==> src/shared/acsr_pkg.sv <==
/*
  Constants and carrier types for the converter status and result register block.
  Assumes a 32-bit plain register port with byte offsets and a single 100 MHz clock.
*/
package acsr_pkg;

  // ==========================================================================
  // Register offsets
  // ==========================================================================
  localparam logic [7:0] OFF_CHAN_ENABLED = 8'h18;
  localparam logic [7:0] OFF_FLAG_STATUS = 8'h1C;
  localparam logic [7:0] OFF_LATEST_RESULT = 8'h20;
  localparam logic [7:0] OFF_IRQ_SET_ENABLE = 8'h24;
  localparam logic [7:0] OFF_IRQ_CLEAR_ENABLE = 8'h28;
  localparam logic [7:0] OFF_IRQ_ENABLE_READBACK = 8'h2C;
  localparam logic [7:0] OFF_CHAN_RESULT_BASE = 8'h30;
  localparam logic [7:0] OFF_CHAN_RESULT_LAST = 8'h4C;
  localparam logic [7:0] OFF_DMA_RECEIVE_COUNTER = 8'h50;
  localparam logic [7:0] OFF_DMA_NEXT_RECEIVE_COUNTER = 8'h54;

  // ==========================================================================
  // Field layout
  // ==========================================================================
  localparam int NUM_CHANNELS = 8;
  localparam int RESULT_WIDTH = 10;
  localparam int COUNT_WIDTH = 16;
  localparam int FLAG_WIDTH = 20;
  localparam int POS_DONE = 0;
  localparam int POS_OVERRUN = 8;
  localparam int POS_DATA_VALID = 16;
  localparam int POS_ANY_OVERRUN = 17;
  localparam int POS_COUNT_DONE = 18;
  localparam int POS_BUFFERS_EXHAUSTED = 19;

  localparam logic [31:0] RESET_WORD = 32'h0000_0000;
  localparam logic [FLAG_WIDTH-1:0] RESET_FLAGS = 20'h0_0000;
  localparam logic [RESULT_WIDTH-1:0] RESET_RESULT = 10'h000;
  localparam logic [COUNT_WIDTH-1:0] RESET_COUNT = 16'h0000;
  localparam logic [COUNT_WIDTH-1:0] COUNT_ZERO = 16'h0000;
  localparam logic [COUNT_WIDTH-1:0] COUNT_ONE = 16'h0001;

  // ==========================================================================
  // Carrier types
  // ==========================================================================
  typedef struct packed {
    logic [7:0] addr;
    logic [31:0] wdata;
    logic write;
    logic read;
  } acsr_bus_t;

  typedef struct packed {
    logic done;
    logic [2:0] channel;
    logic [RESULT_WIDTH-1:0] value;
  } acsr_conv_t;

  typedef struct packed {
    logic transfer;
  } acsr_dma_t;

endpackage

==> src/hw/acsr_status_regs.sv <==
/*
  Status, result and interrupt register logic of an eight-channel converter controller.
  Assumes the converter core delivers one-cycle done pulses with channel and value, a channel
  enable vector from the channel control registers, and a DMA engine that pulses per transfer.
*/
// Chosen here: the register offsets and the strobed register port.
// Behaviour
// Channel readback bit shows channel enabled state
// Done flag set only for enabled finished channel
// Channel overrun sticky, cleared by status read
// Data valid set on conversion, cleared reading result
// Any overrun sticky, cleared by status read
// Count done on zero, cleared by counter write
// Buffers exhausted while both counters zero
// Latest result captures every conversion value
// Channel result loads only when channel enabled
// Enable write ones set mask bits
// Disable write ones clear mask bits
// Mask readback shows enabled sources
// Interrupt registers share status bit layout
// Software never disables channel mid-conversion
// Interrupt high while unmasked flag set
// Unused bits read zero, writes ignored
`timescale 1ns/100ps

module acsr_status_regs
  import acsr_pkg::*;
(
  input wire logic clk,
  input wire logic rst,
  input wire acsr_pkg::acsr_bus_t bus,
  output logic [31:0] rdata,
  input wire logic [7:0] chanEnabled,
  input wire acsr_pkg::acsr_conv_t conv,
  input wire logic overrunGeneral,
  input wire acsr_pkg::acsr_dma_t dma,
  output logic irq
);
  import acsr_pkg::*;

  typedef enum logic [1:0] {
    CNT_IDLE = 2'b00,
    CNT_ACTIVE = 2'b01,
    CNT_DRAINED = 2'b10
  } acsr_cnt_state_t;

  logic [7:0] doneFlag_q;
  logic [7:0] chanOverrun_q;
  logic dataValid_q;
  logic anyOverrun_q;
  logic countDone_q;
  logic [FLAG_WIDTH-1:0] mask_q;
  logic [RESULT_WIDTH-1:0] latest_q;
  logic [RESULT_WIDTH-1:0] chanResult_q [NUM_CHANNELS];
  logic [COUNT_WIDTH-1:0] rxCount_q;
  logic [COUNT_WIDTH-1:0] rxNext_q;
  acsr_cnt_state_t cntState_q;
  logic [FLAG_WIDTH-1:0] flags;
  logic [7:0] convHit;
  logic statusRead;
  logic latestRead;
  logic cntWrite;
  logic rcrWrite;
  logic rnrWrite;
  logic setWrite;
  logic clrWrite;
  logic reachZero;
  logic [31:0] rdata_d;
  acsr_cnt_state_t cntState_d;

  // Returns true when a bus access of the given kind targets the given offset.
  function automatic logic hit(input acsr_bus_t b, input logic kind, input logic [7:0] off);
    hit = kind && (b.addr == off);
  endfunction

  // Returns true when a byte address falls on one of the word-aligned result registers.
  function automatic logic inResultWindow(input logic [7:0] addr);
    inResultWindow = (addr >= OFF_CHAN_RESULT_BASE) && (addr <= OFF_CHAN_RESULT_LAST)
      && (addr[1:0] == 2'b00);
  endfunction

  // ==========================================================================
  // Access decode
  // ==========================================================================
  assign statusRead = hit(bus, bus.read, OFF_FLAG_STATUS);
  assign latestRead = hit(bus, bus.read, OFF_LATEST_RESULT);
  assign rcrWrite = hit(bus, bus.write, OFF_DMA_RECEIVE_COUNTER);
  assign rnrWrite = hit(bus, bus.write, OFF_DMA_NEXT_RECEIVE_COUNTER);
  assign setWrite = hit(bus, bus.write, OFF_IRQ_SET_ENABLE);
  assign clrWrite = hit(bus, bus.write, OFF_IRQ_CLEAR_ENABLE);
  assign cntWrite = rcrWrite || rnrWrite;
  assign convHit = conv.done ? (8'h01 << conv.channel) : 8'h00;

  // ==========================================================================
  // Per-channel flags
  // ==========================================================================
  // A done flag is dropped as soon as its channel is disabled.
  always_ff @(posedge clk)
  begin
    if (rst)
    begin
      doneFlag_q <= 8'h00;
    end
    else
    begin
      doneFlag_q <= (doneFlag_q | (convHit & chanEnabled)) & chanEnabled;
    end
  end

  // Overrun is a new result on an enabled channel whose done flag is already set.
  always_ff @(posedge clk)
  begin
    if (rst)
    begin
      chanOverrun_q <= 8'h00;
    end
    else
    begin
      chanOverrun_q <= (statusRead ? 8'h00 : chanOverrun_q)
        | (convHit & chanEnabled & doneFlag_q);
    end
  end

  // ==========================================================================
  // General flags
  // ==========================================================================
  always_ff @(posedge clk)
  begin
    if (rst)
    begin
      dataValid_q <= 1'b0;
    end
    else
    begin
      dataValid_q <= conv.done || (dataValid_q && !latestRead);
    end
  end

  // A new result while the previous one is still unread also counts as a general overrun.
  always_ff @(posedge clk)
  begin
    if (rst)
    begin
      anyOverrun_q <= 1'b0;
    end
    else
    begin
      anyOverrun_q <= overrunGeneral || (dataValid_q && conv.done)
        || (anyOverrun_q && !statusRead);
    end
  end

  // ==========================================================================
  // Results
  // ==========================================================================
  always_ff @(posedge clk)
  begin
    if (rst)
    begin
      latest_q <= RESET_RESULT;
    end
    else if (conv.done)
    begin
      latest_q <= conv.value;
    end
  end

  always_ff @(posedge clk)
  begin
    if (rst)
    begin
      for (int i = 0; i < NUM_CHANNELS; i++)
      begin
        chanResult_q[i] <= RESET_RESULT;
      end
    end
    else
    begin
      for (int i = 0; i < NUM_CHANNELS; i++)
      begin
        if (convHit[i] && chanEnabled[i])
        begin
          chanResult_q[i] <= conv.value;
        end
      end
    end
  end

  // ==========================================================================
  // DMA receive counters
  // ==========================================================================
  // Each transfer decrements a current count above one; a transfer at a count of one promotes the next count instead.
  assign reachZero = dma.transfer && (rxCount_q == COUNT_ONE);

  always_ff @(posedge clk)
  begin
    if (rst)
    begin
      rxCount_q <= RESET_COUNT;
    end
    else if (rcrWrite)
    begin
      rxCount_q <= bus.wdata[COUNT_WIDTH-1:0];
    end
    else if (!rnrWrite && reachZero)
    begin
      rxCount_q <= rxNext_q;
    end
    else if (!rnrWrite && dma.transfer && (rxCount_q != COUNT_ZERO))
    begin
      rxCount_q <= rxCount_q - COUNT_ONE;
    end
  end

  // A counter write takes priority over a transfer, so no promotion happens in that cycle.
  always_ff @(posedge clk)
  begin
    if (rst)
    begin
      rxNext_q <= RESET_COUNT;
    end
    else if (rnrWrite)
    begin
      rxNext_q <= bus.wdata[COUNT_WIDTH-1:0];
    end
    else if (!rcrWrite && reachZero)
    begin
      rxNext_q <= COUNT_ZERO;
    end
  end

  // Reaching zero in the same cycle as a counter write keeps the tracker drained.
  always_comb
  begin
    cntState_d = cntState_q;
    case (cntState_q)
      CNT_IDLE: cntState_d = reachZero ? CNT_DRAINED : cntWrite ? CNT_ACTIVE : CNT_IDLE;
      CNT_ACTIVE: cntState_d = reachZero ? CNT_DRAINED : CNT_ACTIVE;
      CNT_DRAINED: cntState_d = (cntWrite && !reachZero) ? CNT_ACTIVE : CNT_DRAINED;
      default: cntState_d = CNT_IDLE;
    endcase
  end

  always_ff @(posedge clk)
  begin
    if (rst)
    begin
      cntState_q <= CNT_IDLE;
    end
    else
    begin
      cntState_q <= cntState_d;
    end
  end

  // The count-done flag is the drained state of the counter tracker.
  always_ff @(posedge clk)
  begin
    if (rst)
    begin
      countDone_q <= 1'b0;
    end
    else
    begin
      countDone_q <= (cntState_d == CNT_DRAINED);
    end
  end

  // ==========================================================================
  // Interrupt mask
  // ==========================================================================
  // Set and clear sit at different offsets, so they never meet in one cycle.
  always_ff @(posedge clk)
  begin
    if (rst)
    begin
      mask_q <= RESET_FLAGS;
    end
    else if (setWrite)
    begin
      mask_q <= mask_q | bus.wdata[FLAG_WIDTH-1:0];
    end
    else if (clrWrite)
    begin
      mask_q <= mask_q & ~bus.wdata[FLAG_WIDTH-1:0];
    end
  end

  // ==========================================================================
  // Status assembly and read-back
  // ==========================================================================
  always_comb
  begin
    flags = RESET_FLAGS;
    flags[POS_DONE +: NUM_CHANNELS] = doneFlag_q;
    flags[POS_OVERRUN +: NUM_CHANNELS] = chanOverrun_q;
    flags[POS_DATA_VALID] = dataValid_q;
    flags[POS_ANY_OVERRUN] = anyOverrun_q;
    flags[POS_COUNT_DONE] = countDone_q;
    flags[POS_BUFFERS_EXHAUSTED] = (rxCount_q == COUNT_ZERO) && (rxNext_q == COUNT_ZERO);
  end

  // Unmapped and write-only offsets read as zero.
  always_comb
  begin
    rdata_d = RESET_WORD;
    if (bus.read)
    begin
      case (bus.addr)
        OFF_CHAN_ENABLED: rdata_d[NUM_CHANNELS-1:0] = chanEnabled;
        OFF_FLAG_STATUS: rdata_d[FLAG_WIDTH-1:0] = flags;
        OFF_LATEST_RESULT: rdata_d[RESULT_WIDTH-1:0] = latest_q;
        OFF_IRQ_ENABLE_READBACK: rdata_d[FLAG_WIDTH-1:0] = mask_q;
        OFF_DMA_RECEIVE_COUNTER: rdata_d[COUNT_WIDTH-1:0] = rxCount_q;
        OFF_DMA_NEXT_RECEIVE_COUNTER: rdata_d[COUNT_WIDTH-1:0] = rxNext_q;
        default:
        begin
          if (inResultWindow(bus.addr))
          begin
            rdata_d[RESULT_WIDTH-1:0] = chanResult_q[3'(bus.addr[4:2] - 3'h4)];
          end
        end
      endcase
    end
  end

  always_ff @(posedge clk)
  begin
    if (rst)
    begin
      rdata <= RESET_WORD;
    end
    else
    begin
      rdata <= rdata_d;
    end
  end

  // The request follows the registered flags one cycle behind them.
  always_ff @(posedge clk)
  begin
    if (rst)
    begin
      irq <= 1'b0;
    end
    else
    begin
      irq <= |(flags & mask_q);
    end
  end

endmodule // acsr_status_regs

==> config.mk <==
export PLATFORM = sky130hd
export DESIGN_NAME = acsr_status_regs
export DESIGN_NICKNAME = d
export VERILOG_FILES = /design/src/shared/acsr_pkg.sv /design/src/hw/acsr_status_regs.sv
export SDC_FILE = /design/constraint.sdc
export NUM_CORES = 1
export LEC_CHECK = 0
export BUFFER_PORTS_ARGS = -buffer_cell sky130_fd_sc_hd__buf_4
export CORE_ASPECT_RATIO = 0.6
export CORE_MARGIN = 1
export CORE_UTILIZATION = 35
export DETAILED_ROUTE_END_ITERATION = 10
export PLACE_DENSITY = 0.55
export SLEW_MARGIN = 10
export SYNTH_ARGS = -nofsm -noshare
export SYNTH_HDL_FRONTEND = slang
export SYNTH_SLANG_ARGS = --single-unit
==> constraint.sdc <==
create_clock -name clk -period 4.4 [get_ports clk]
set_input_delay 1.1 -clock clk [delete_from_list [all_inputs] [get_ports clk]]
set_output_delay 1.1 -clock clk [all_outputs]
set_load 0.01 [all_outputs]
Word level (Yosys, flattened, before mapping)

Memory sizes are Yosys's and may differ from the RTL's.
Index checks and enable logic that the tools add are counted.

Register bits: 116
Memory bits (writable): 80
Memories kept: 1
Word-level logic and storage cells: 147
Output and inout bits: 33
Input bits: 68
ROM bits: 0
Bits in latches: 0

Div/mod/pow operators: 0
Eq/ne operators: 12
Reductions and logical operators: 45
Shifts and indexed selects: 1
Multipliers: 0
Order comparisons: 2
Muxes and demuxes: 53
Bitwise logic cells: 18
Add/sub/neg operators: 2

Memories:

| name         | words | width | read ports | clocked after memory_dff | write ports | RTL line               | RTL |
|---|---|---|---|---|---|---|---|
| chanResult_q | 8     | 10    | 1          | 0                        | 8           | acsr_status_regs.sv:54 | `logic [RESULT_WIDTH-1:0] chanResult_q [NUM_CHANNELS];` |

Operators by type and width:

| operator                | number |
|---|---|
| $mux W10                | 9 |
| $mux W16                | 5 |
| $pmux W8 S6             | 1 |
| $and A20 B20 Y20        | 2 |
| $mux W20                | 2 |
| $eq A8 B6 Y1 const B    | 4 |
| $logic_not A16 Y1       | 2 |
| $mux W1                 | 27 |
| $logic_and A1 B1 Y1     | 26 |
| $and A8 B8 Y8           | 3 |
| $pmux W6 S4             | 1 |
| $not A20 Y20            | 1 |
| $or A20 B20 Y20         | 1 |
| $reduce_or A20 Y1       | 1 |
| $eq A16 B1 Y1 const B   | 1 |
| $eq A8 B5 Y1 const B    | 2 |
| $eq A8 B7 Y1 const B    | 2 |
| $mux W8                 | 2 |
| $or A8 B8 Y8            | 2 |
| $reduce_bool A16 Y1     | 1 |
| $sub A16 B1 Y16 const B | 1 |
| $pmux W2 S6             | 1 |
| $ge A8 B6 Y1 const B    | 1 |
| $le A8 B7 Y1 const B    | 1 |
| other kinds (15)        | 34 |

Longest topological paths before layout

Depth after elaboration: 8
Mapped depth: 9

Worst setup path before layout

OpenSTA, ideal clock, no wires.

Kind: input -> register
Start point: in bus[36] in the netlist's numbering
End point: reg rxCount_q[10]
Cell stages on the path: 7
Data required time: 4309 ps
Path slack: 1603 ps
Library setup time: 91 ps
Data arrival time: 2706 ps
Cells stage by stage: buf_2 nor4_1 nand3_2 o21ai_1 clkbuf_1 nor2_1 a311oi_1

Longest elaborated chain between the ends: 6

Ends and longest elaborated chain:

| item                                                   | RTL line                                         | RTL |
|---|---|---|
| start: declaration                                     | acsr_status_regs.sv:31                           | `input wire acsr_pkg::acsr_bus_t bus,` |
| $eq A8 B7 Y1                                           | acsr_status_regs.sv:73                           | `hit = kind && (b.addr == off);` |
| $logic_and A1 B1 Y1                                    | acsr_status_regs.sv:73                           |  |
| $logic_not A1 Y1                                       | acsr_status_regs.sv:205, acsr_status_regs.sv:209 |  |
| $logic_and A1 B1 Y1, on equally long branches          | acsr_status_regs.sv:205, acsr_status_regs.sv:209 |  |
| $mux W16 / $logic_and A1 B1 Y1 (equally long branches) | acsr_status_regs.sv:205, acsr_status_regs.sv:209 |  |
| $mux W16 / $reduce_bool A3 Y1 (equally long branches)  | -                                                |  |
| end signal: assignment                                 | acsr_status_regs.sv:203                          | `rxCount_q <= bus.wdata[COUNT_WIDTH-1:0];` |
| end signal: assignment                                 | acsr_status_regs.sv:207                          | `rxCount_q <= rxNext_q;` |
| end signal: assignment                                 | acsr_status_regs.sv:211                          | `rxCount_q <= rxCount_q - COUNT_ONE;` |
| end: declaration                                       | acsr_status_regs.sv:55                           | `logic [COUNT_WIDTH-1:0] rxCount_q;` |

Several ways; a longest one is shown, not always the timed one.
A chain may end at the register's enable or synchronous reset.

Worst setup path in the final report

Start point: in bus[36] in the netlist's numbering
End point: reg rxCount_q[11]

Same word-level chain as after synthesis.

==> impl_metrics.json <==
{
  "async_flop_share": 0,
  "crit_required_ps": 4710,
  "die_w_um": 202,
  "finalNetCount": 954,
  "gp_congestion": 0.940,
  "synthAdderAreaFrac": 0.00447,
  "setup_viol": 0,
  "yosys.area_share.simple": 0.178,
  "hp-class": "flip-flop to flip-flop",
  "synthTopCellsByCount": "133 x nor2_1, 104 x dfxtp_1, 95 x nand2_1",
  "nFillCells": 2245,
  "path_clk_slew_ps": 80,
  "ctsResizeCount": 0,
  "coreArea_mm2": 0.0233,
  "critical_path.reg2reg.startpoint": "rxCount_q[3]",
  "grt-ovfl-total": 0,
  "cts-htree-levels": 4,
  "syn_avg_cell_area_um2": 10.1,
  "clock-sinks": 184,
  "worst_pin_slew_ps": 927,
  "setup_tns_ps": 0,
  "worstReg2RegEnd": "rxCount_q[11]",
  "rsz0062_at_grt": "false",
  "fin_crit_sh": 0.723,
  "synth_top_family_by_area": "simple AND/OR/NAND/NOR gates",
  "grt_pass1_vias": 6085,
  "ant_nets": 0,
  "cp_max_fo": 26,
  "insertion_delay_ps": 450,
  "instances_no_fill": 1211,
  "dp_cells": 1179,
  "antennaDiodeCount": 0,
  "avgViaCountPerCell": 5.57,
  "finalMaxSlewViolations": 0,
  "yosys_warnings": 0,
  "tritoncts": "done",
  "syn_to_final_growth_pct": 16.8,
  "seq_area_frac_synth": 0.534,
  "cap_violations": 0,
  "post_cts_buffers": 0,
  "leakage_nw": 3.53,
  "numCtsBuffers": 17,
  "hold_buffers": 0,
  "path_class": "input pin to flip-flop",
  "drive_gt1_frac": 0.188,
  "synth_most_common_cell": "nor2_1",
  "avgRoutedWirePerCell_um": 22.2,
  "synth_mux_area_frac": 0.0812,
  "synth_area_mm2": 0.00839,
  "synth-edff-count": 80,
  "drt_iter0_markers": 846,
  "io_pins": 101,
  "num_vias": 6749,
  "dr.pass1.iters": 5,
  "worstHoldPathCells": 2,
  "status": "completed",
  "ys.flop_type": "dfxtp_1",
  "grt_pass1_wl_um": 39800,
  "grt_max_degree": 50,
  "cts.path.max_buffers": 2,
  "r2r_cells": 6,
  "startpoint_type": "input pin",
  "wl_um": 26900,
  "powerDensity_mw_per_mm2": 391,
  "start_util": 0.360,
  "fmax_ghz": 0.314,
  "synthXorXnorAreaFrac": 0.0157,
  "synth_top_area_share": 0.286,
  "synth-compound-area-share": 0.137,
  "arrival_ps": 3500,
  "antenna_found_initial": 0,
  "yosysTopAreaCell": "edfxtp_1",
  "cts_root_buf": "clkbuf_16",
  "die_h_um": 122,
  "port-buffer-count": 76,
  "synth.area.top_cells": "edfxtp_1 29%, dfxtp_1 25%, a22oi_1 6.0%",
  "peakVddDrop_mv": 0.267,
  "num_rows": 43,
  "synthDistinctLibCells": 53,
  "fin_crit_ps": 3180,
  "r2r_setup_slack_ps": 1740,
  "grt.total_usage": 0.223,
  "drc": 0,
  "finalHoldViolations": 0,
  "skew_ps": 13.4,
  "critPathCaptureType": "flip-flop",
  "dieArea_mm2": 0.0246,
  "dp.final_hpwl_um": 19300,
  "syn_inst": 829,
  "maxSlewHeadroom": 0.376,
  "synth_seq_cells": 184
}
placed cells by master, fill, tap and decap left out, types with 9 or more instances in the layout:
cell / netlist / final
nor2_1: 133 / 133
nor4_1: 14 / 13
xnor2_1: 10 / 10
a22oi_1: 67 / 67
nand3_1: 29 / 29
clkbuf_16: 0 / 17
or2_2: 12 / 12
dfxtp_1: 104 / 104
o211ai_1: 9 / 9
a21oi_1: 37 / 37
nand2_1: 95 / 95
edfxtp_1: 80 / 80
conb_1: 1 / 12
inv_1: 19 / 19
a311oi_1: 15 / 15
mux4_2: 20 / 20
mux2i_1: 22 / 22
nor3_1: 9 / 9
buf_4: 13 / 95
worst max path at each step:
stage | from | endpoint | slack, ps | cells after the start
CTS | bus[36] | rxCount_q[11] | 1210 | 8
global route | bus[36] | rxCount_q[11] | 1060 | 8
detailed placement | bus[36] | rxCount_q[11] | 750 | 8
global placement | bus[36] | rxCount_q[11] | 790 | 8
floorplan | bus[36] | rxCount_q[10] | 1600 | 7
finish | bus[36] | rxCount_q[11] | 1220 | 8
where the power goes:
group	internal, mW	switching [mW]
clock network	0.763	0.756
registers	1.86	0.0551
logic	0.169	0.239
total	2.79	1.05
stage by stage:
stage	total power [mW]	utilization	setup WS (ps)	hold slack [ps]	cell area (um2)
2_1_floorplan	2.20	-	1600	449	8440
3_3_place_gp	2.34	0.397	791	461	9240
3_5_place_dp	2.35	0.397	748	467	9240
4_1_cts	3.84	0.421	1210	477	9810
5_1_grt	3.95	0.421	1060	505	9810
6_report	3.84	0.421	1220	480	9810
critical path: stages:
cell and delay (ps):
buf_4 380, nor4b_2 300, buf_4 370, nand3_1 350
nand2_2 440, mux2_2 380, nand2_1 60, a311oi_1 80
layout make-up:
class,instances,area [um2],area share
timing repair buffer,96,733,0.0748
sequential,184,4480,0.457
clock inverter,14,126,0.0129
clock buffer,18,439,0.0448
inverter,20,75.1,0.00766
multi-input combinational,564,3550,0.362
tap,315,394,0.0402
cell families (layout without fill, tap and decap cells):
logic type                 count (synthesis)  after routing
and+or+nand+nor                          330            330
DFF                                      184            184
AOI/OAI and AO/OA                        161            161
buffers and inverters                     92            148
muxes                                     43             43
xor gates and xnor gates                  15             15
adders and majority gates                  3              3
other                                      1             12
routing by layer:
metal | up-vias | GRT usage | part of all wire
li1 | 3118 | - | -
met1 | 3294 | 0.357 | 0.51
met2 | 326 | 0.277 | 0.38
met3 | 11 | 0.0749 | 0.10
met4 | 0 | 0.0440 | 0.0053
met5 | - | 0 | 0
Power figures use the tool's default switching activity.
